==> src/logic/ctp_pkg.sv <==
// Constants shared by the compare-match and fast PWM timer.
package ctp_pkg;

  // ----------------------------------------------------------------
  // Waveform mode select encodings
  // ----------------------------------------------------------------
  localparam logic [3:0] MODE_CTC_CMPA  = 4'h4;
  localparam logic [3:0] MODE_CTC_CAPT  = 4'hc;
  localparam logic [3:0] MODE_FAST_8B   = 4'h5;
  localparam logic [3:0] MODE_FAST_9B   = 4'h6;
  localparam logic [3:0] MODE_FAST_10B  = 4'h7;
  localparam logic [3:0] MODE_FAST_CAPT = 4'he;
  localparam logic [3:0] MODE_FAST_CMPA = 4'hf;

  // ----------------------------------------------------------------
  // Counter limits and fixed TOP values
  // ----------------------------------------------------------------
  localparam logic [15:0] CNT_BOTTOM  = 16'h0000;
  localparam logic [15:0] CNT_MAX     = 16'hffff;
  localparam logic [15:0] CNT_STEP    = 16'h0001;
  localparam logic [15:0] TOP_FIX_8B  = 16'h00ff;
  localparam logic [15:0] TOP_FIX_9B  = 16'h01ff;
  localparam logic [15:0] TOP_FIX_10B = 16'h03ff;

  // ----------------------------------------------------------------
  // Output action encodings
  // ----------------------------------------------------------------
  localparam logic [1:0] ACT_NONE   = 2'h0;
  localparam logic [1:0] ACT_TOGGLE = 2'h1;
  localparam logic [1:0] ACT_CLEAR  = 2'h2;
  localparam logic [1:0] ACT_SET    = 2'h3;

  // ----------------------------------------------------------------
  // Prescaler selects and division masks
  // ----------------------------------------------------------------
  localparam logic [2:0] PRE_STOP    = 3'h0;
  localparam logic [2:0] PRE_DIV1    = 3'h1;
  localparam logic [2:0] PRE_DIV8    = 3'h2;
  localparam logic [2:0] PRE_DIV64   = 3'h3;
  localparam logic [2:0] PRE_DIV256  = 3'h4;
  localparam logic [2:0] PRE_DIV1024 = 3'h5;
  localparam logic [9:0] MASK_DIV8    = 10'h007;
  localparam logic [9:0] MASK_DIV64   = 10'h03f;
  localparam logic [9:0] MASK_DIV256  = 10'h0ff;
  localparam logic [9:0] MASK_DIV1024 = 10'h3ff;
  localparam logic [9:0] PRE_STEP     = 10'h001;
  localparam logic [9:0] PRE_RESET    = 10'h000;

endpackage : ctp_pkg

==> src/logic/ctp_tick_if.sv <==
// Carrier between the timer core and its prescaler.
interface ctp_tick_if;
  logic [2:0] clock_select;
  logic       tick;

  modport core  (output clock_select, input  tick);
  modport presc (input  clock_select, output tick);
endinterface : ctp_tick_if

==> src/logic/ctp_prescaler.sv <==
// Prescaler that turns the I/O clock into a one-cycle timer tick.
module ctp_prescaler (
  input  wire logic mclk_i,
  input  wire logic rst_i,
  ctp_tick_if.presc tick_port
);

  logic [9:0] div_ff;
  logic [9:0] nxt_div;
  logic       tick_ff;
  logic       nxt_tick;

  // ----------------------------------------------------------------
  // Divider
  // ----------------------------------------------------------------
  // The divider runs freely, so a new select takes effect within one period.
  always_comb begin
    nxt_div = div_ff + ctp_pkg::PRE_STEP;
    case (tick_port.clock_select)
      ctp_pkg::PRE_DIV1:    nxt_tick = 1'b1;
      ctp_pkg::PRE_DIV8:    nxt_tick = (div_ff & ctp_pkg::MASK_DIV8) == ctp_pkg::MASK_DIV8;
      ctp_pkg::PRE_DIV64:   nxt_tick = (div_ff & ctp_pkg::MASK_DIV64) == ctp_pkg::MASK_DIV64;
      ctp_pkg::PRE_DIV256:  nxt_tick = (div_ff & ctp_pkg::MASK_DIV256) == ctp_pkg::MASK_DIV256;
      ctp_pkg::PRE_DIV1024: nxt_tick = div_ff == ctp_pkg::MASK_DIV1024;
      default:              nxt_tick = 1'b0;
    endcase
  end

  always_ff @(posedge mclk_i or posedge rst_i) begin
    if (rst_i) begin
      div_ff  <= ctp_pkg::PRE_RESET;
      tick_ff <= 1'b0;
    end else begin
      div_ff  <= nxt_div;
      tick_ff <= nxt_tick;
    end
  end

  assign tick_port.tick = tick_ff;

  // ----------------------------------------------------------------
  // Checks
  // ----------------------------------------------------------------
  div8_spacing_a: assert property (
    @(posedge mclk_i) disable iff (rst_i)
    (tick_ff && tick_port.clock_select == ctp_pkg::PRE_DIV8)
    |=> (!tick_ff || tick_port.clock_select != ctp_pkg::PRE_DIV8) [*7])
    else $error("divide by 8 tick came early");

endmodule : ctp_prescaler

==> src/logic/ctp_timer_top.sv <==
// Compare-match clear and fast PWM 16-bit timer with two waveform channels.
module ctp_timer_top (
  input  wire logic        mclk_i,
  input  wire logic        rst_i,
  input  wire logic [3:0]  waveform_mode_select_i,
  input  wire logic [2:0]  clock_select_i,
  input  wire logic [1:0]  output_action_a_i,
  input  wire logic [1:0]  output_action_b_i,
  input  wire logic        compare_a_wr_i,
  input  wire logic [15:0] compare_a_wdata_i,
  input  wire logic        compare_b_wr_i,
  input  wire logic [15:0] compare_b_wdata_i,
  input  wire logic        capture_top_wr_i,
  input  wire logic [15:0] capture_top_wdata_i,
  input  wire logic        overflow_clr_i,
  input  wire logic        compare_a_clr_i,
  input  wire logic        compare_b_clr_i,
  input  wire logic        capture_clr_i,
  input  wire logic        pin_direction_a_i,
  input  wire logic        pin_direction_b_i,
  input  wire logic        port_value_a_i,
  input  wire logic        port_value_b_i,
  output logic [15:0]      count_value_o,
  output logic [15:0]      compare_a_value_o,
  output logic [15:0]      capture_top_value_o,
  output logic             overflow_flag_o,
  output logic             compare_a_flag_o,
  output logic             compare_b_flag_o,
  output logic             capture_flag_o,
  output logic             wave_out_a_o,
  output logic             wave_out_b_o,
  output logic             pin_a_o,
  output logic             pin_a_oe_o,
  output logic             pin_b_o,
  output logic             pin_b_oe_o
);

  // ----------------------------------------------------------------
  // Helper functions
  // ----------------------------------------------------------------
  function automatic logic is_fast(input logic [3:0] mode);
    return mode == ctp_pkg::MODE_FAST_8B || mode == ctp_pkg::MODE_FAST_9B ||
           mode == ctp_pkg::MODE_FAST_10B || mode == ctp_pkg::MODE_FAST_CAPT ||
           mode == ctp_pkg::MODE_FAST_CMPA;
  endfunction

  function automatic logic is_ctc(input logic [3:0] mode);
    return mode == ctp_pkg::MODE_CTC_CMPA || mode == ctp_pkg::MODE_CTC_CAPT;
  endfunction

  function automatic logic [15:0] fixed_mask(input logic [3:0] mode);
    if (mode == ctp_pkg::MODE_FAST_8B) begin
      return ctp_pkg::TOP_FIX_8B;
    end else if (mode == ctp_pkg::MODE_FAST_9B) begin
      return ctp_pkg::TOP_FIX_9B;
    end else if (mode == ctp_pkg::MODE_FAST_10B) begin
      return ctp_pkg::TOP_FIX_10B;
    end else begin
      return ctp_pkg::CNT_MAX;
    end
  endfunction

  function automatic logic [15:0] top_of(input logic [3:0] mode, input logic [15:0] cmpa,
                                         input logic [15:0] capt);
    if (mode == ctp_pkg::MODE_CTC_CMPA || mode == ctp_pkg::MODE_FAST_CMPA) begin
      return cmpa;
    end else if (mode == ctp_pkg::MODE_CTC_CAPT || mode == ctp_pkg::MODE_FAST_CAPT) begin
      return capt;
    end else if (is_fast(mode)) begin
      return fixed_mask(mode);
    end else begin
      return ctp_pkg::CNT_MAX;
    end
  endfunction

  // Next level of a waveform register for one tick.
  function automatic logic wave_next(input logic fast, input logic toggle_ok,
                                     input logic [1:0] action, input logic match,
                                     input logic wrap, input logic cur);
    logic res;
    res = cur;
    if (fast) begin
      if (match) begin
        if (action == ctp_pkg::ACT_TOGGLE && toggle_ok) begin
          res = ~cur;
        end else if (action == ctp_pkg::ACT_CLEAR) begin
          res = 1'b1;
        end else if (action == ctp_pkg::ACT_SET) begin
          res = 1'b0;
        end
      end else if (wrap) begin
        if (action == ctp_pkg::ACT_CLEAR) begin
          res = 1'b0;
        end else if (action == ctp_pkg::ACT_SET) begin
          res = 1'b1;
        end
      end
    end else if (match) begin
      if (action == ctp_pkg::ACT_TOGGLE) begin
        res = ~cur;
      end else if (action == ctp_pkg::ACT_CLEAR) begin
        res = 1'b0;
      end else if (action == ctp_pkg::ACT_SET) begin
        res = 1'b1;
      end
    end
    return res;
  endfunction

  // ----------------------------------------------------------------
  // Prescaler
  // ----------------------------------------------------------------
  ctp_tick_if tick_bus ();

  assign tick_bus.clock_select = clock_select_i;

  ctp_prescaler u_prescaler (
    .mclk_i    (mclk_i),
    .rst_i     (rst_i),
    .tick_port (tick_bus.presc)
  );

  // ----------------------------------------------------------------
  // Counter, compare registers, flags and outputs
  // ----------------------------------------------------------------
  logic [15:0] count_ff, nxt_count;
  logic [15:0] cmpa_buf_ff, nxt_cmpa_buf;
  logic [15:0] cmpa_act_ff, nxt_cmpa_act;
  logic [15:0] cmpb_buf_ff, nxt_cmpb_buf;
  logic [15:0] cmpb_act_ff, nxt_cmpb_act;
  logic [15:0] capt_ff, nxt_capt;
  logic        ovf_ff, nxt_ovf;
  logic        flag_a_ff, nxt_flag_a;
  logic        flag_b_ff, nxt_flag_b;
  logic        flag_c_ff, nxt_flag_c;
  logic        wave_a_ff, nxt_wave_a;
  logic        wave_b_ff, nxt_wave_b;
  logic        pin_a_ff, nxt_pin_a;
  logic        pin_b_ff, nxt_pin_b;
  logic        oe_a_ff, oe_b_ff;
  logic        tick, fast, clear_on_match_mode, at_top, match_a, match_b, toggle_ok, ovr_a, ovr_b;
  logic [15:0] top_now, wmask;

  always_comb begin
    tick      = tick_bus.tick;
    fast      = is_fast(waveform_mode_select_i);
    clear_on_match_mode       = is_ctc(waveform_mode_select_i);
    toggle_ok = waveform_mode_select_i == ctp_pkg::MODE_FAST_CMPA;
    top_now   = top_of(waveform_mode_select_i, cmpa_act_ff, capt_ff);
    wmask     = fixed_mask(waveform_mode_select_i);
    at_top    = count_ff == top_now;
    match_a   = count_ff == cmpa_act_ff;
    match_b   = count_ff == cmpb_act_ff;
    nxt_count    = count_ff;
    nxt_cmpa_buf = cmpa_buf_ff;
    nxt_cmpa_act = cmpa_act_ff;
    nxt_cmpb_buf = cmpb_buf_ff;
    nxt_cmpb_act = cmpb_act_ff;
    nxt_capt     = capt_ff;
    nxt_wave_a   = wave_a_ff;
    nxt_wave_b   = wave_b_ff;
    // Clears are applied first so that a set in the same cycle wins.
    nxt_ovf    = ovf_ff & ~overflow_clr_i;
    nxt_flag_a = flag_a_ff & ~compare_a_clr_i;
    nxt_flag_b = flag_b_ff & ~compare_b_clr_i;
    nxt_flag_c = flag_c_ff & ~capture_clr_i;
    if (compare_a_wr_i) begin
      nxt_cmpa_buf = compare_a_wdata_i & wmask;
      if (!fast) begin
        nxt_cmpa_act = compare_a_wdata_i & wmask;
      end
    end
    if (compare_b_wr_i) begin
      nxt_cmpb_buf = compare_b_wdata_i & wmask;
      if (!fast) begin
        nxt_cmpb_act = compare_b_wdata_i & wmask;
      end
    end
    if (capture_top_wr_i) begin
      nxt_capt = capture_top_wdata_i;
    end
    if (tick) begin
      if (fast && at_top) begin
        nxt_count    = ctp_pkg::CNT_BOTTOM;
        nxt_ovf      = 1'b1;
        nxt_cmpa_act = cmpa_buf_ff;
        nxt_cmpb_act = cmpb_buf_ff;
        if (waveform_mode_select_i == ctp_pkg::MODE_FAST_CAPT) begin
          nxt_flag_c = 1'b1;
        end
      end else if (clear_on_match_mode && at_top) begin
        nxt_count = ctp_pkg::CNT_BOTTOM;
        if (waveform_mode_select_i == ctp_pkg::MODE_CTC_CAPT) begin
          nxt_flag_c = 1'b1;
        end
      end else begin
        nxt_count = count_ff + ctp_pkg::CNT_STEP;
      end
      if (!fast && count_ff == ctp_pkg::CNT_MAX) begin
        nxt_ovf = 1'b1;
      end
      if (match_a) begin
        nxt_flag_a = 1'b1;
      end
      if (match_b) begin
        nxt_flag_b = 1'b1;
      end
      nxt_wave_a = wave_next(fast, toggle_ok, output_action_a_i, match_a, at_top, wave_a_ff);
      nxt_wave_b = wave_next(fast, 1'b0, output_action_b_i, match_b, at_top, wave_b_ff);
    end
    // Toggle in fast PWM is only a waveform on channel A in mode 15.
    ovr_a = output_action_a_i != ctp_pkg::ACT_NONE &&
            !(fast && output_action_a_i == ctp_pkg::ACT_TOGGLE && !toggle_ok);
    ovr_b = output_action_b_i != ctp_pkg::ACT_NONE &&
            !(fast && output_action_b_i == ctp_pkg::ACT_TOGGLE);
    nxt_pin_a = ovr_a ? nxt_wave_a : port_value_a_i;
    nxt_pin_b = ovr_b ? nxt_wave_b : port_value_b_i;
  end

  always_ff @(posedge mclk_i or posedge rst_i) begin
    if (rst_i) begin
      count_ff    <= ctp_pkg::CNT_BOTTOM;
      cmpa_buf_ff <= ctp_pkg::CNT_BOTTOM;
      cmpa_act_ff <= ctp_pkg::CNT_BOTTOM;
      cmpb_buf_ff <= ctp_pkg::CNT_BOTTOM;
      cmpb_act_ff <= ctp_pkg::CNT_BOTTOM;
      capt_ff     <= ctp_pkg::CNT_BOTTOM;
      ovf_ff      <= 1'b0;
      flag_a_ff   <= 1'b0;
      flag_b_ff   <= 1'b0;
      flag_c_ff   <= 1'b0;
      wave_a_ff   <= 1'b0;
      wave_b_ff   <= 1'b0;
      pin_a_ff    <= 1'b0;
      pin_b_ff    <= 1'b0;
      oe_a_ff     <= 1'b0;
      oe_b_ff     <= 1'b0;
    end else begin
      count_ff    <= nxt_count;
      cmpa_buf_ff <= nxt_cmpa_buf;
      cmpa_act_ff <= nxt_cmpa_act;
      cmpb_buf_ff <= nxt_cmpb_buf;
      cmpb_act_ff <= nxt_cmpb_act;
      capt_ff     <= nxt_capt;
      ovf_ff      <= nxt_ovf;
      flag_a_ff   <= nxt_flag_a;
      flag_b_ff   <= nxt_flag_b;
      flag_c_ff   <= nxt_flag_c;
      wave_a_ff   <= nxt_wave_a;
      wave_b_ff   <= nxt_wave_b;
      pin_a_ff    <= nxt_pin_a;
      pin_b_ff    <= nxt_pin_b;
      oe_a_ff     <= pin_direction_a_i;
      oe_b_ff     <= pin_direction_b_i;
    end
  end

  assign count_value_o       = count_ff;
  assign compare_a_value_o   = cmpa_act_ff;
  assign capture_top_value_o = capt_ff;
  assign overflow_flag_o     = ovf_ff;
  assign compare_a_flag_o    = flag_a_ff;
  assign compare_b_flag_o    = flag_b_ff;
  assign capture_flag_o      = flag_c_ff;
  assign wave_out_a_o        = wave_a_ff;
  assign wave_out_b_o        = wave_b_ff;
  assign pin_a_o             = pin_a_ff;
  assign pin_a_oe_o          = oe_a_ff;
  assign pin_b_o             = pin_b_ff;
  assign pin_b_oe_o          = oe_b_ff;

  // ----------------------------------------------------------------
  // Checks
  // ----------------------------------------------------------------
  ctc_top_clear_a: assert property (
    @(posedge mclk_i) disable iff (rst_i)
    (tick && clear_on_match_mode && at_top) |=> count_ff == ctp_pkg::CNT_BOTTOM)
    else $error("compare-match mode did not clear at TOP");

  ctc_top_flag_a: assert property (
    @(posedge mclk_i) disable iff (rst_i)
    (tick && waveform_mode_select_i == ctp_pkg::MODE_CTC_CAPT && at_top) |=> flag_c_ff)
    else $error("capture flag missing at TOP");

  ctc_toggle_out_a: assert property (
    @(posedge mclk_i) disable iff (rst_i)
    (tick && clear_on_match_mode && match_a && output_action_a_i == ctp_pkg::ACT_TOGGLE)
    |=> wave_a_ff != $past(wave_a_ff))
    else $error("output A did not toggle on match");

  pin_hidden_a: assert property (
    @(posedge mclk_i) disable iff (rst_i)
    !pin_direction_a_i |=> !pin_a_oe_o)
    else $error("pin A driven while direction is input");

  ctc_overflow_a: assert property (
    @(posedge mclk_i) disable iff (rst_i)
    (tick && clear_on_match_mode && count_ff == ctp_pkg::CNT_MAX) |=> ovf_ff && count_ff == ctp_pkg::CNT_BOTTOM)
    else $error("overflow not flagged at MAX to zero");

  fast_wrap_a: assert property (
    @(posedge mclk_i) disable iff (rst_i)
    (tick && fast && at_top) |=> count_ff == ctp_pkg::CNT_BOTTOM && ovf_ff)
    else $error("fast PWM did not wrap at TOP");

  fast_flags_a: assert property (
    @(posedge mclk_i) disable iff (rst_i)
    (tick && waveform_mode_select_i == ctp_pkg::MODE_FAST_CMPA && at_top)
    |=> flag_a_ff && ovf_ff)
    else $error("mode 15 TOP flags missing");

  buffer_load_a: assert property (
    @(posedge mclk_i) disable iff (rst_i)
    (tick && fast && at_top) |=> cmpa_act_ff == $past(cmpa_buf_ff))
    else $error("compare A buffer not loaded at TOP");

  fixed_mask_a: assert property (
    @(posedge mclk_i) disable iff (rst_i)
    (compare_a_wr_i && waveform_mode_select_i == ctp_pkg::MODE_FAST_8B)
    |=> (cmpa_buf_ff & ~ctp_pkg::TOP_FIX_8B) == ctp_pkg::CNT_BOTTOM)
    else $error("high compare bits not masked");

  fast_noninv_a: assert property (
    @(posedge mclk_i) disable iff (rst_i)
    (tick && fast && !match_a && at_top && output_action_a_i == ctp_pkg::ACT_CLEAR)
    |=> !wave_a_ff)
    else $error("non-inverting output not cleared at TOP");

endmodule : ctp_timer_top

==> config.mk <==
export PLATFORM = sky130hd
export DESIGN_NAME = ctp_timer_top
export DESIGN_NICKNAME = d
export VERILOG_FILES = /design/src/logic/ctp_pkg.sv /design/src/logic/ctp_tick_if.sv /design/src/logic/ctp_prescaler.sv /design/src/logic/ctp_timer_top.sv
export SDC_FILE = /design/constraint.sdc
export NUM_CORES = 1
export LEC_CHECK = 0
export BUFFER_PORTS_ARGS = -buffer_cell sky130_fd_sc_hd__buf_4
export CAP_MARGIN = 20
export CORE_ASPECT_RATIO = 0.7
export CORE_MARGIN = 1.5
export CORE_UTILIZATION = 34
export CTS_BUF_LIST = sky130_fd_sc_hd__clkbuf_8
export DETAILED_ROUTE_END_ITERATION = 7
export MAX_ROUTING_LAYER = met4
export PLACE_DENSITY = 0.55
export SYNTH_ARGS = -nofsm -noshare
export SYNTH_HDL_FRONTEND = slang
export SYNTH_SLANG_ARGS = --single-unit
==> constraint.sdc <==
create_clock -name mclk_i -period 4.8 [get_ports mclk_i]
set_input_delay 0.96 -clock mclk_i [delete_from_list [all_inputs] [get_ports mclk_i]]
set_output_delay 0.96 -clock mclk_i [all_outputs]
set_load 0.02 [all_outputs]
Word level (Yosys, flattened, before mapping)
Cells that the tools add are included.
Widths: inputs -> output; s select.
{"block": "totals", "output_inout_bits": 58, "regBits": 117, "input_bits": 72, "word_cells": 132}
{"block": "classes", "reduce_logical": 22, "mux": 52, "eq_ne": 26, "add_sub_neg": 2, "n_bitwise": 12}
{"cell": "$mux 16", "n": 16}
{"cell": "$eq 16x16->1", "n": 3}
{"cell": "$mux 1", "n": 35}
{"cell": "$and 16x16->16", "n": 2}
{"cell": "$add 16x1->16 const B", "n": 1}
{"cell": "$eq 16x16->1 const B", "n": 1}
{"cell": "$eq 4x3->1 const B", "n": 4}
{"cell": "$eq 4x4->1 const B", "n": 3}
{"cell": "$add 10x1->10 const B", "n": 1}
{"cell": "$eq 10x10->1 const B", "n": 1}
{"cell": "$eq 3x3->1 const B", "n": 3}
{"cell": "$logic_and 1x1->1", "n": 9}
{"cell": "$eq 2x2->1 const B", "n": 4}
{"cell": "$eq 8x8->1 const B", "n": 1}
{"cell": "$logic_or 1x1->1", "n": 7}
{"cell": "$eq 3x2->1 const B", "n": 2}
{"cell": "$eq 6x6->1 const B", "n": 1}
{"cell": "$not 1->1", "n": 6}
{"cell": "$pmux 1 s5", "n": 1}
{"cell": "$and 1x1->1", "n": 4}
{"cell": "$eq 2x1->1 const B", "n": 2}
{"cell": "$logic_not 1->1", "n": 4}
{"cell": "$reduce_bool 2->1", "n": 2}
{"cell": "$eq 3x1->1 const B", "n": 1}

Depth between registers and ports, before layout
Gate-level depths: netlist of run 1.
{"block": "depth", "ltp_word": 14, "mapped_depth": 12}

By module
From an unflattened synthesis of run 1, not the netlist that was laid out.
{"block": "unflattened", "hier_cells": 633, "area_unflattened_um2": 6690.2}
{"mod": "ctp_timer_top", "area_each_um2": 6199.7, "n_inst": 1, "cells_per_inst": 591}
{"mod": "ctp_prescaler", "area_each_um2": 490.5, "n_inst": 1, "cells_per_inst": 42}

Worst setup path before layout of run 1
Ideal clock, no wire load.
{"block": "synth_path", "path_type": "input port to flip-flop", "from": "input waveform_mode_select_i[0]", "to": "register cmpb_act_ff[3]", "path_slack_ns": 1.562, "n_path_buf": 2, "arrival_ns": 3.113, "required_ns": 4.675, "cell_stages": 10, "path_cell_list": "buf_2 -> mux2_4 -> a221oi_2 -> nor3b_1 -> a32oi_1 -> a22oi_2 -> and4b_2 -> nand3_4 -> buf_6 -> mux2_4"}
{"block": "synth_between", "elab_chain_cells": 12}
{"item": "from (decl)", "line_no": "ctp_timer_top.sv:5", "rtl": "input wire logic [3:0] waveform_mode_select_i,"}
{"item": "branches (longest 11 deep; another with $mux 16)"}
{"item": "$mux 16 (*)", "line_no": "ctp_timer_top.sv:182", "rtl": "if (tick) begin"}
{"item": "net nxt_cmpb_act[3]", "line_no": "ctp_timer_top.sv:130", "rtl": "logic [15:0] cmpb_act_ff, nxt_cmpb_act;"}
{"item": "to (signal assigned)", "line_no": "ctp_timer_top.sv:226", "rtl": "cmpb_act_ff <= ctp_pkg::CNT_BOTTOM;"}
{"item": "to (signal assigned)", "line_no": "ctp_timer_top.sv:243", "rtl": "cmpb_act_ff <= nxt_cmpb_act;"}
{"item": "to (decl)", "line_no": "ctp_timer_top.sv:130"}
Mark *: on every way through the listed nets, which the timed path passes.
A chain may end at the register's enable or synchronous reset.

Worst setup path in the final report of run 1
{"block": "layout_path", "from": "input waveform_mode_select_i[0]", "to": "register cmpa_act_ff[9], in the netlist compare_a_value_o[9]"}
{"block": "layout_between", "elab_chain_cells": 12}
{"item": "branches (longest 11 deep; another with $mux 16)"}
{"item": "$mux 16 (*)", "line_no": "ctp_timer_top.sv:182"}
{"item": "net nxt_cmpa_act[9]", "line_no": "ctp_timer_top.sv:128", "rtl": "logic [15:0] cmpa_act_ff, nxt_cmpa_act;"}
{"item": "to (signal assigned)", "line_no": "ctp_timer_top.sv:224", "rtl": "cmpa_act_ff <= ctp_pkg::CNT_BOTTOM;"}
{"item": "to (signal assigned)", "line_no": "ctp_timer_top.sv:241", "rtl": "cmpa_act_ff <= nxt_cmpa_act;"}
{"item": "to (decl)", "line_no": "ctp_timer_top.sv:128"}
Marks and branches as above.

==> results of run 1 <==
## cells in the final DEF, fill, tap and decap left out, types with 5 or more instances in the layout
master    Yosys  layout
mux2_4       16      16
mux2_2       52      52
nor2b_1       8       8
a211oi_1      9       9
nor4_1       11      11
o22ai_1      21      21
clkbuf_8      0      18
dfrtp_1     117     117
nor3_1        8       7
o211a_1       8       8
nand2_1      45      45
o21ai_0      22      22
or4_1         5       5
nand4_1      14      14
nor3b_1      12      12
nor2_1       31      31
xnor2_1      40      40
a21oi_1      12      12
buf_4         1     136
nand3_1      23      23
or2_2         6       6
xor2_1       14      14
nand2b_1      6       6
mux2i_1      35      35
o32ai_1       5       5
and3_1        7       7
inv_1        36      36
## area by class of cell
cell class / count / area [um^2] / share of cell area
clock inverter: 14 / 105 / 0.0127
clock buffer: 18 / 248 / 0.0300
timing repair buffer: 137 / 1030 / 0.124
inverter: 37 / 141 / 0.0171
multi-input combinational: 460 / 3480 / 0.422
tap: 264 / 330 / 0.0400
sequential: 117 / 2930 / 0.354
## critical path, cell delays in order
cell and delay, ns:
buf_4 0.35, and2_1 0.40, o211a_1 0.20, a211oi_1 0.04
nor4_1 0.50, nor2b_1 0.19, and4b_2 0.32, nand3_4 0.48
buf_4 0.38, mux2i_1 0.17
## where the power goes
group | switching (W) | total, W | leakage [nW] | internal, W
Combinational | 0.000459 | 0.000907 | 2.27 | 0.000448
Sequential | 0.000259 | 0.00136 | 1.38 | 0.00111
Clock | 0.000445 | 0.000817 | 0.173 | 0.000373
Total | 0.00116 | 0.00309 | 3.82 | 0.00193
## path summary, 6_finish.rpt
path                                                 from  cells past startpoint                    end
worst min register to register      u_prescaler.div_ff[0]                      1  u_prescaler.div_ff[0]
min in group asynchronous                           rst_i                      2         cmpa_buf_ff[7]
worst max register to register      compare_a_value_o[13]                      9   compare_a_value_o[9]
max in group asynchronous                           rst_i                      3  u_prescaler.div_ff[4]
worst max-delay path            waveform_mode_select_i[0]                     10   compare_a_value_o[9]
worst min-delay path                u_prescaler.div_ff[0]                      1  u_prescaler.div_ff[0]
## cells by family after synthesis
group / Yosys count
and+or+nand+nor: 195
DFF: 117
AOI/OAI and AO/OA: 105
muxes: 103
buffers and inverters: 83
xor gates and xnor gates: 54
adders and majority gates: 3
## metrics by stage
| step | utilization | instances | cell area, um^2 |
|---|---|---|---|
| 5_1_grt | 0.431 | 1047 | 8260 |
| 6_report | 0.431 | 1047 | 8260 |
| 3_5_place_dp | 0.412 | 1015 | 7910 |
| 2_1_floorplan | - | 660 | 6750 |
| 3_3_place_gp | 0.412 | 1014 | 7900 |
| 4_1_cts | 0.431 | 1047 | 8260 |
## registers in the layout, summed over array words and instances, names as in the netlist, 10 cells and up
signal,flops
capture_top_value_o,16
compare_a_value_o,16
cmpb_act_ff,16
cmpb_buf_ff,16
count_value_o,16
cmpa_buf_ff,16
u_prescaler.div_ff,10
## routing by layer
| layer | global-route usage | vias up | share of wire |
|---|---|---|---|
| met5 | - | - | 0 |
| met1 | 0.294 | 2757 | 0.49 |
| met3 | 0.0476 | 29 | 0.059 |
| li1 | - | 2593 | - |
| met2 | 0.292 | 198 | 0.43 |
| met4 | 0.0603 | 0 | 0.019 |
==> results by stage, run 1 <==
Synthesis:
- The synthesized-area fraction occupied by ao, oa, aoi and oai cells is 0.108.
- The fraction of the yosys area taken by sequential cells is 0.434.
- The number of different library cells in the post-synthesis netlist is just under 60.
- The post-synthesis instance total is 660.
- In this run the mean area of a mapped cell was approximately 10 um^2.
- After synthesis, the largest family of logic cells by area is multiplexers.
- Of the total synthesized cell area, the portion taken by XOR and XNOR cells is 0.0701.
- Of all cell types, the one taking the most synthesized area is dfrtp_1.
- By count the netlist is led by 117 x dfrtp_1, 52 x mux2_2, 45 x nand2_1.
- Ranked by total cell area, the synthesized netlist is headed by dfrtp_1 43%, mux2_2 8.7%, mux2i_1 5.2%, xnor2_1 5.2%, mux2_4 3.6%.
- The most common cell in the synthesized netlist is dfrtp_1.
- The arithmetic-cell share of the synthesized area counting full adders, half adders and majority gates is 0.00556.
- For this run, asynchronously set or reset flops after synthesis account for 1.00.
- Of the post-synthesis cell area, the dominant cell type holds 0.434.
- The synthesized design contains about 120 register bits.
- The number of synthesized flops with an enable pin is 0.
- The mapped netlist covers just under 7000 um^2.
- Yosys printed 0 warnings.
- The net count after synthesis is approximately 740.
- The dominant register cell in the synthesized netlist is dfrtp_1.
- Of the total synthesized cell area, the portion taken by AND, OR, NAND and NOR gates is 0.157.
- The fraction of synthesized area in multiplexers is 0.174.

Final layout:
- The filler cell count is 1865.
- From synthesis to final layout, the design area changed by 22.4%.
- The share of final-layout standard cells stronger than drive strength 1 is 0.321.
- For this run, the post-layout net count is 845.
- 0 antenna diodes ended up in the layout.

Outcome:
- The run finished with clean final reports.

Floorplan:
- For this configuration, the core starts out at a cell density of 0.352.
- 130 I/O pins were placed.
- The vertical die dimension is between 100 and 150 um.
- The area of the placeable core is about 19000 um^2.
- The die outline area is 20700 um^2.
- The row count is 42.
- Measured along the x axis, the die boundary spans approximately 170 um.

Route:
- The number of DRC markers after the initial detailed-route iteration is roughly 420.
- After detailed routing, the total wire length is between 15000 and 20000 um.
- The number of vias in the routed layout is around 5.6k.
- The number of optimization iterations in the first detailed-route pass is 5.
- The detailed-route wire length per cell is about 19 um.
- After detailed routing, the number of vias per cell comes to around 5.3.
- In this run the remaining antenna-violating nets after routing total 0.
- The remaining design rule violation count is 0.

Clock tree:
- The maximum buffer depth of the clock tree is 2.
- The clock transition at the registers of the reported paths is 0.07 ns.
- The CTS tree is done.
- Buffers inserted during clock tree synthesis total 17.
- After clock tree synthesis, the flow added hold-fix buffers numbering 0.
- The number of setup buffers added after CTS is 0.
- The later pin in the worst-skew pair is clocked with a latency of 0.45 ns.
- The number of H-tree levels is 4.
- Counting every sink on the clock net gives 117.
- The clock root buffer master is clkbuf_8.
- Post-CTS repair changed the size of 0 cells.

STA:
- Setup repair after global routing left no endpoint under its margin.
- The smallest clock period supported by the final layout is computed as roughly 3.7 ns.
- Measured against its own limit, the worst slew margin works out to 0.287.
- The setup skew after layout is between 0.015 and 0.02 ns.
- After routing, the total negative slack on setup checks comes to 0 ns.
- The transition at the pin with the smallest max-transition slack is about 1.1 ns.
- The final setup violation count is 0.
- Static timing analysis puts the maximum clock frequency at 0.272 GHz.
- The number of hold violations in the final report is 0.
- The least setup slack across all paths after layout is roughly 1.1 ns.
- The final-report max-slew violation count is 0.
- The worst hold slack is approximately 0.45 ns.
- The portion of the clock cycle consumed by the worst path in the final layout is 0.766.

Global routing:
- The overall overflow remaining after global route is 0.
- For this run, the total global-route usage over all layers was measured as 0.207.
- Entering global routing, the biggest net connects between 50 and 60 pins.
- The number of antenna violations at the first check in global routing is 0.
- The number of global-route vias before repair is 5565.
- The first global-routing pass estimated roughly 31000 um of wire.

Worst setup path:
- Setup slack on the worst reg-to-reg path comes out at between 1.5 and 2 ns.
- The worst setup path is launched from a primary input.
- The type of element capturing the critical path is a flip-flop.
- Data arrives at the worst endpoint at just over 4 ns.
- The class of the most critical setup path is in -> reg.
- The endpoint required time on the critical path is slightly above 5 ns.
- Of all nets on the critical path, the largest fanout is 40.

Place:
- The placer congestion estimate is roughly 0.83.
- The placed wire-length estimate after detailed placement is approximately 15000 um.
- OpenSTA, run right after detailed placement, puts the worst setup slack at roughly 0.69 ns.
- Buffers placed on the I/O ports in this run total 129.

Worst hold path:
- In this run the worst hold path is classified as reg -> reg.

Pwr:
- In this run the static leakage power is around 3.8 nW.
- The power per standard cell area is 374 nW/um^2.
- The sum of internal, switching and leakage power is 0.00309 W.
- The maximum vdd drop is about 0.00014 V.

Run:
- Max-cap violations in this run came to 0.
(Power assumes the default switching activity.)
==> run 2: changes to the inputs <==
- clock period: 4.8 -> 3.75 ns (I/O delays scaled with it)
==> run 2 against run 1 <==
- register-to-register slack lost 0.71 ns
- sequential cell count is the same
- via count grew 1.0%
- setup slack lost 0.50 ns
- first-iteration DRC count shrank 20%
- critical path depth grew 2
- final cell count grew 0.86%
==> results by stage, run 2 (synthesized netlist as in run 1, its figures left out) <==
Pwr:
- The static leakage was 3.91 nW (+2.1%).
- The maximum vdd drop is 0.000236 V (+65%).
- The power per standard cell area is 496 nW/um^2 (+33%).

Final layout:
- The count of inserted antenna diode cells was 0 (unchanged).
- The area added between synthesis and finish is 24.7%.
- The share of final-layout standard cells stronger than drive strength 1 is 0.328 (+0.00772).
- The number of non-filler instances in the completed layout came to 1056 (+0.86%).
- The commonest non-fill, non-tap cell in the layout is buf_4.
- The top cell types in the final layout, fill and taps aside, are 144 x buf_4, 117 x dfrtp_1, 52 x mux2_2.
- The final layout net count is 854 (+1.1%).
- The final instance area is 8420 um^2 (+1.9%).
- The filler cell count was 1838 (-1.4%).

Worst setup path:
- Walking the worst path, the cells encountered are buf_4 > buf_4 > mux2i_1 > o211a_1 > a211oi_1 > nor4_1 > buf_4 > nor2b_1 > and4b_2 > nand3_4 > buf_12 > mux2_4.
- The highest fanout seen on the critical path is 33 (-18%).
- The cell that appears most often on the critical path is buf_4.
- The peak per-stage delay on the critical path came to 0.34 ns (-0.16 ns).
- The critical path buffer and inverter count is 4 (+2).
- The library cell contributing the largest single delay on the critical path is mux2_4.
- The class of the most critical setup path is in -> reg.
- The worst setup path is launched from a primary input.
- The data arrival time of the critical path was 3.47 ns (-0.57 ns).
- The endpoint required time on the critical path came to 4.09 ns (-1.07 ns).
- In this design, the largest share of critical-path delay is due to buffers and inverters.
- The type of element capturing the critical path is a flip-flop.

STA:
- The transition at the pin with the smallest max-transition slack is 0.727 ns (-0.336 ns).
- The accumulated negative setup slack is 0 ns (unchanged).
- The number of hold violations in the final report is 0 (unchanged).
- The worst-case headroom to the max-slew limit came to 0.511 (+0.224).
- The final setup violation count is 0 (unchanged).
- Setup repair after global routing left no endpoint under its margin.
- Derived from the worst setup path, the maximum achievable clock frequency is around 0.32 GHz.
- The setup skew after layout is 0.0106 ns (-0.00535 ns).
- The portion of the clock cycle consumed by the worst path in the final layout is 0.834.
- The routed design could run at a clock period as short as 3.13 ns.
- The final-report max-slew violation count is 0 (unchanged).

Floorplan:
- The row count is 42 (unchanged).
- The vertical die dimension is 121 um (unchanged).
- The effective utilization at floorplan came to 0.352 (unchanged).
- The I/O pin total is 130 (unchanged).
- The die outline area was 20700 um^2 (unchanged).
- The width of the chip is 171 um (unchanged).
- The area of the placeable core came to 19200 um^2 (unchanged).

Place:
- The placed wire-length estimate after detailed placement was 14800 um (+1.8%).
- The placer congestion estimate is 0.890 (+7.7%).
- The placed cell count is 1024 (+0.89%).
- The placed cell area is 8000 um^2 (+1.2%).
- The number of input and output port buffers inserted is 129 (unchanged).

Clock tree:
- The number of buffers inserted to repair setup after CTS is 0 (unchanged).
- The hold buffer count at CTS came to 0 (unchanged).
- The sink count of the clock tree is 117 (unchanged).
- The maximum buffer depth of the clock tree came to 2 (unchanged).
- The number of resized instances in the post-cts repair step is 0 (unchanged).
- The clock root buffer master is clkbuf_8.
- TritonCTS built the clock tree.
- The clock transition at the registers of the reported paths was 0.08 ns (about the same).
- The number of H-tree levels is 4 (unchanged).
- The worst-skew pair later-pin latency is 0.46 ns (about the same).
- The number of clock buffers inserted by TritonCTS is 17 (unchanged).

Worst hold path:
- The path class of the tightest hold or removal check is in -> async.

Route:
- The number of vias in the routed layout is 5634 (+1.0%).
- The detailed-route vias per instance came to 5.34 (+0.16%).
- The number of optimization iterations in the first detailed-route pass is 5 (unchanged).
- The remaining design rule violation count came to 0 (unchanged).
- The count of antenna-violating nets left after detailed routing is 0 (unchanged).
- The number of DRC markers after the initial detailed-route iteration is 337 (-20%).
- The detailed-route wire length per cell is 19.4 um (+2.3%).
- The post-detailed-routing wire length is 20400 um (+3.1%).

Outcome:
- The run finished with clean final reports.

Global routing:
- The pin count of the biggest net entering global routing is 54 (-1.8%).
- The number of global-route vias before repair is 5588 (+0.41%).
- The first-pass GRT wire length is 32000 um (+2.2%).
- The overall overflow remaining after global route came to 0 (unchanged).
- The total routing resource utilization after global routing was 0.213 (+0.00619).
- The number of antenna violations at the first check in global routing was 0 (unchanged).

Run:
- The number of max-cap violations is 0 (unchanged).
run 2: power by group:
group / leakage (nW) / total, W / internal, W / switching (W)
registers: 1.38 / 0.00175 / 0.00141 / 0.000336
logic: 2.32 / 0.00117 / 0.000582 / 0.000591
clock network: 0.204 / 0.00125 / 0.000621 / 0.000629
run 2: worst paths after layout:
check	from	slack, ns	end	cells after the start
min in group mclk_i	pin_direction_b_i	0.40	pin_b_oe_o	1
worst max-delay path	waveform_mode_select_i[0]	0.62	compare_a_value_o[6]	12
worst max register to register	compare_a_value_o[13]	0.88	compare_a_value_o[6]	9
worst min register to register	u_prescaler.div_ff[0]	0.46	u_prescaler.div_ff[0]	1
worst min-delay path	rst_i	0.39	pin_b_o	2
max in group asynchronous	rst_i	2.44	compare_a_value_o[12]	3
run 2: worst register-to-register path: stages, from the launching register on:
cell and delay, ns:
dfrtp_1 0.48, mux2_4 0.30, a221oi_2 0.32, nor3b_1 0.22, a32oi_1 0.09, a22oi_2 0.31
and4b_2 0.36, nand3_4 0.10, buf_12 0.19, mux2_4 0.39
run 2: per-stage QoR:
stage          hold slack (ns)   util  power [W]  worst slack [ns]
2_1_floorplan            0.423      -    0.00244             0.722
3_3_place_gp             0.444  0.417    0.00291             0.313
3_5_place_dp             0.451  0.417    0.00294             0.232
4_1_cts                  0.362  0.439    0.00421             0.732
5_1_grt                  0.355  0.439    0.00440             0.559
6_report                 0.386  0.439    0.00417             0.621
run 2: cell type report:
| type | count | area [um^2] | share of cell area |
|---|---|---|---|
| inverter | 37 | 143 | 0.0169 |
| clock buffer | 17 | 234 | 0.0278 |
| multi-input combinational | 460 | 3480 | 0.413 |
| timing repair buffer | 146 | 1120 | 0.133 |
| clock inverter | 15 | 183 | 0.0217 |
| sequential | 117 | 2930 | 0.348 |
| tap | 264 | 330 | 0.0393 |
run 2: metal layers:
layer	part of all wire	routed length [um]	vias up	GRT usage
met5	0	0	-	-
met4	0.0075	153	0	0.0461
li1	-	-	2607	-
met2	0.45	9140	199	0.309
met1	0.49	10100	2814	0.305
met3	0.053	1080	14	0.0434
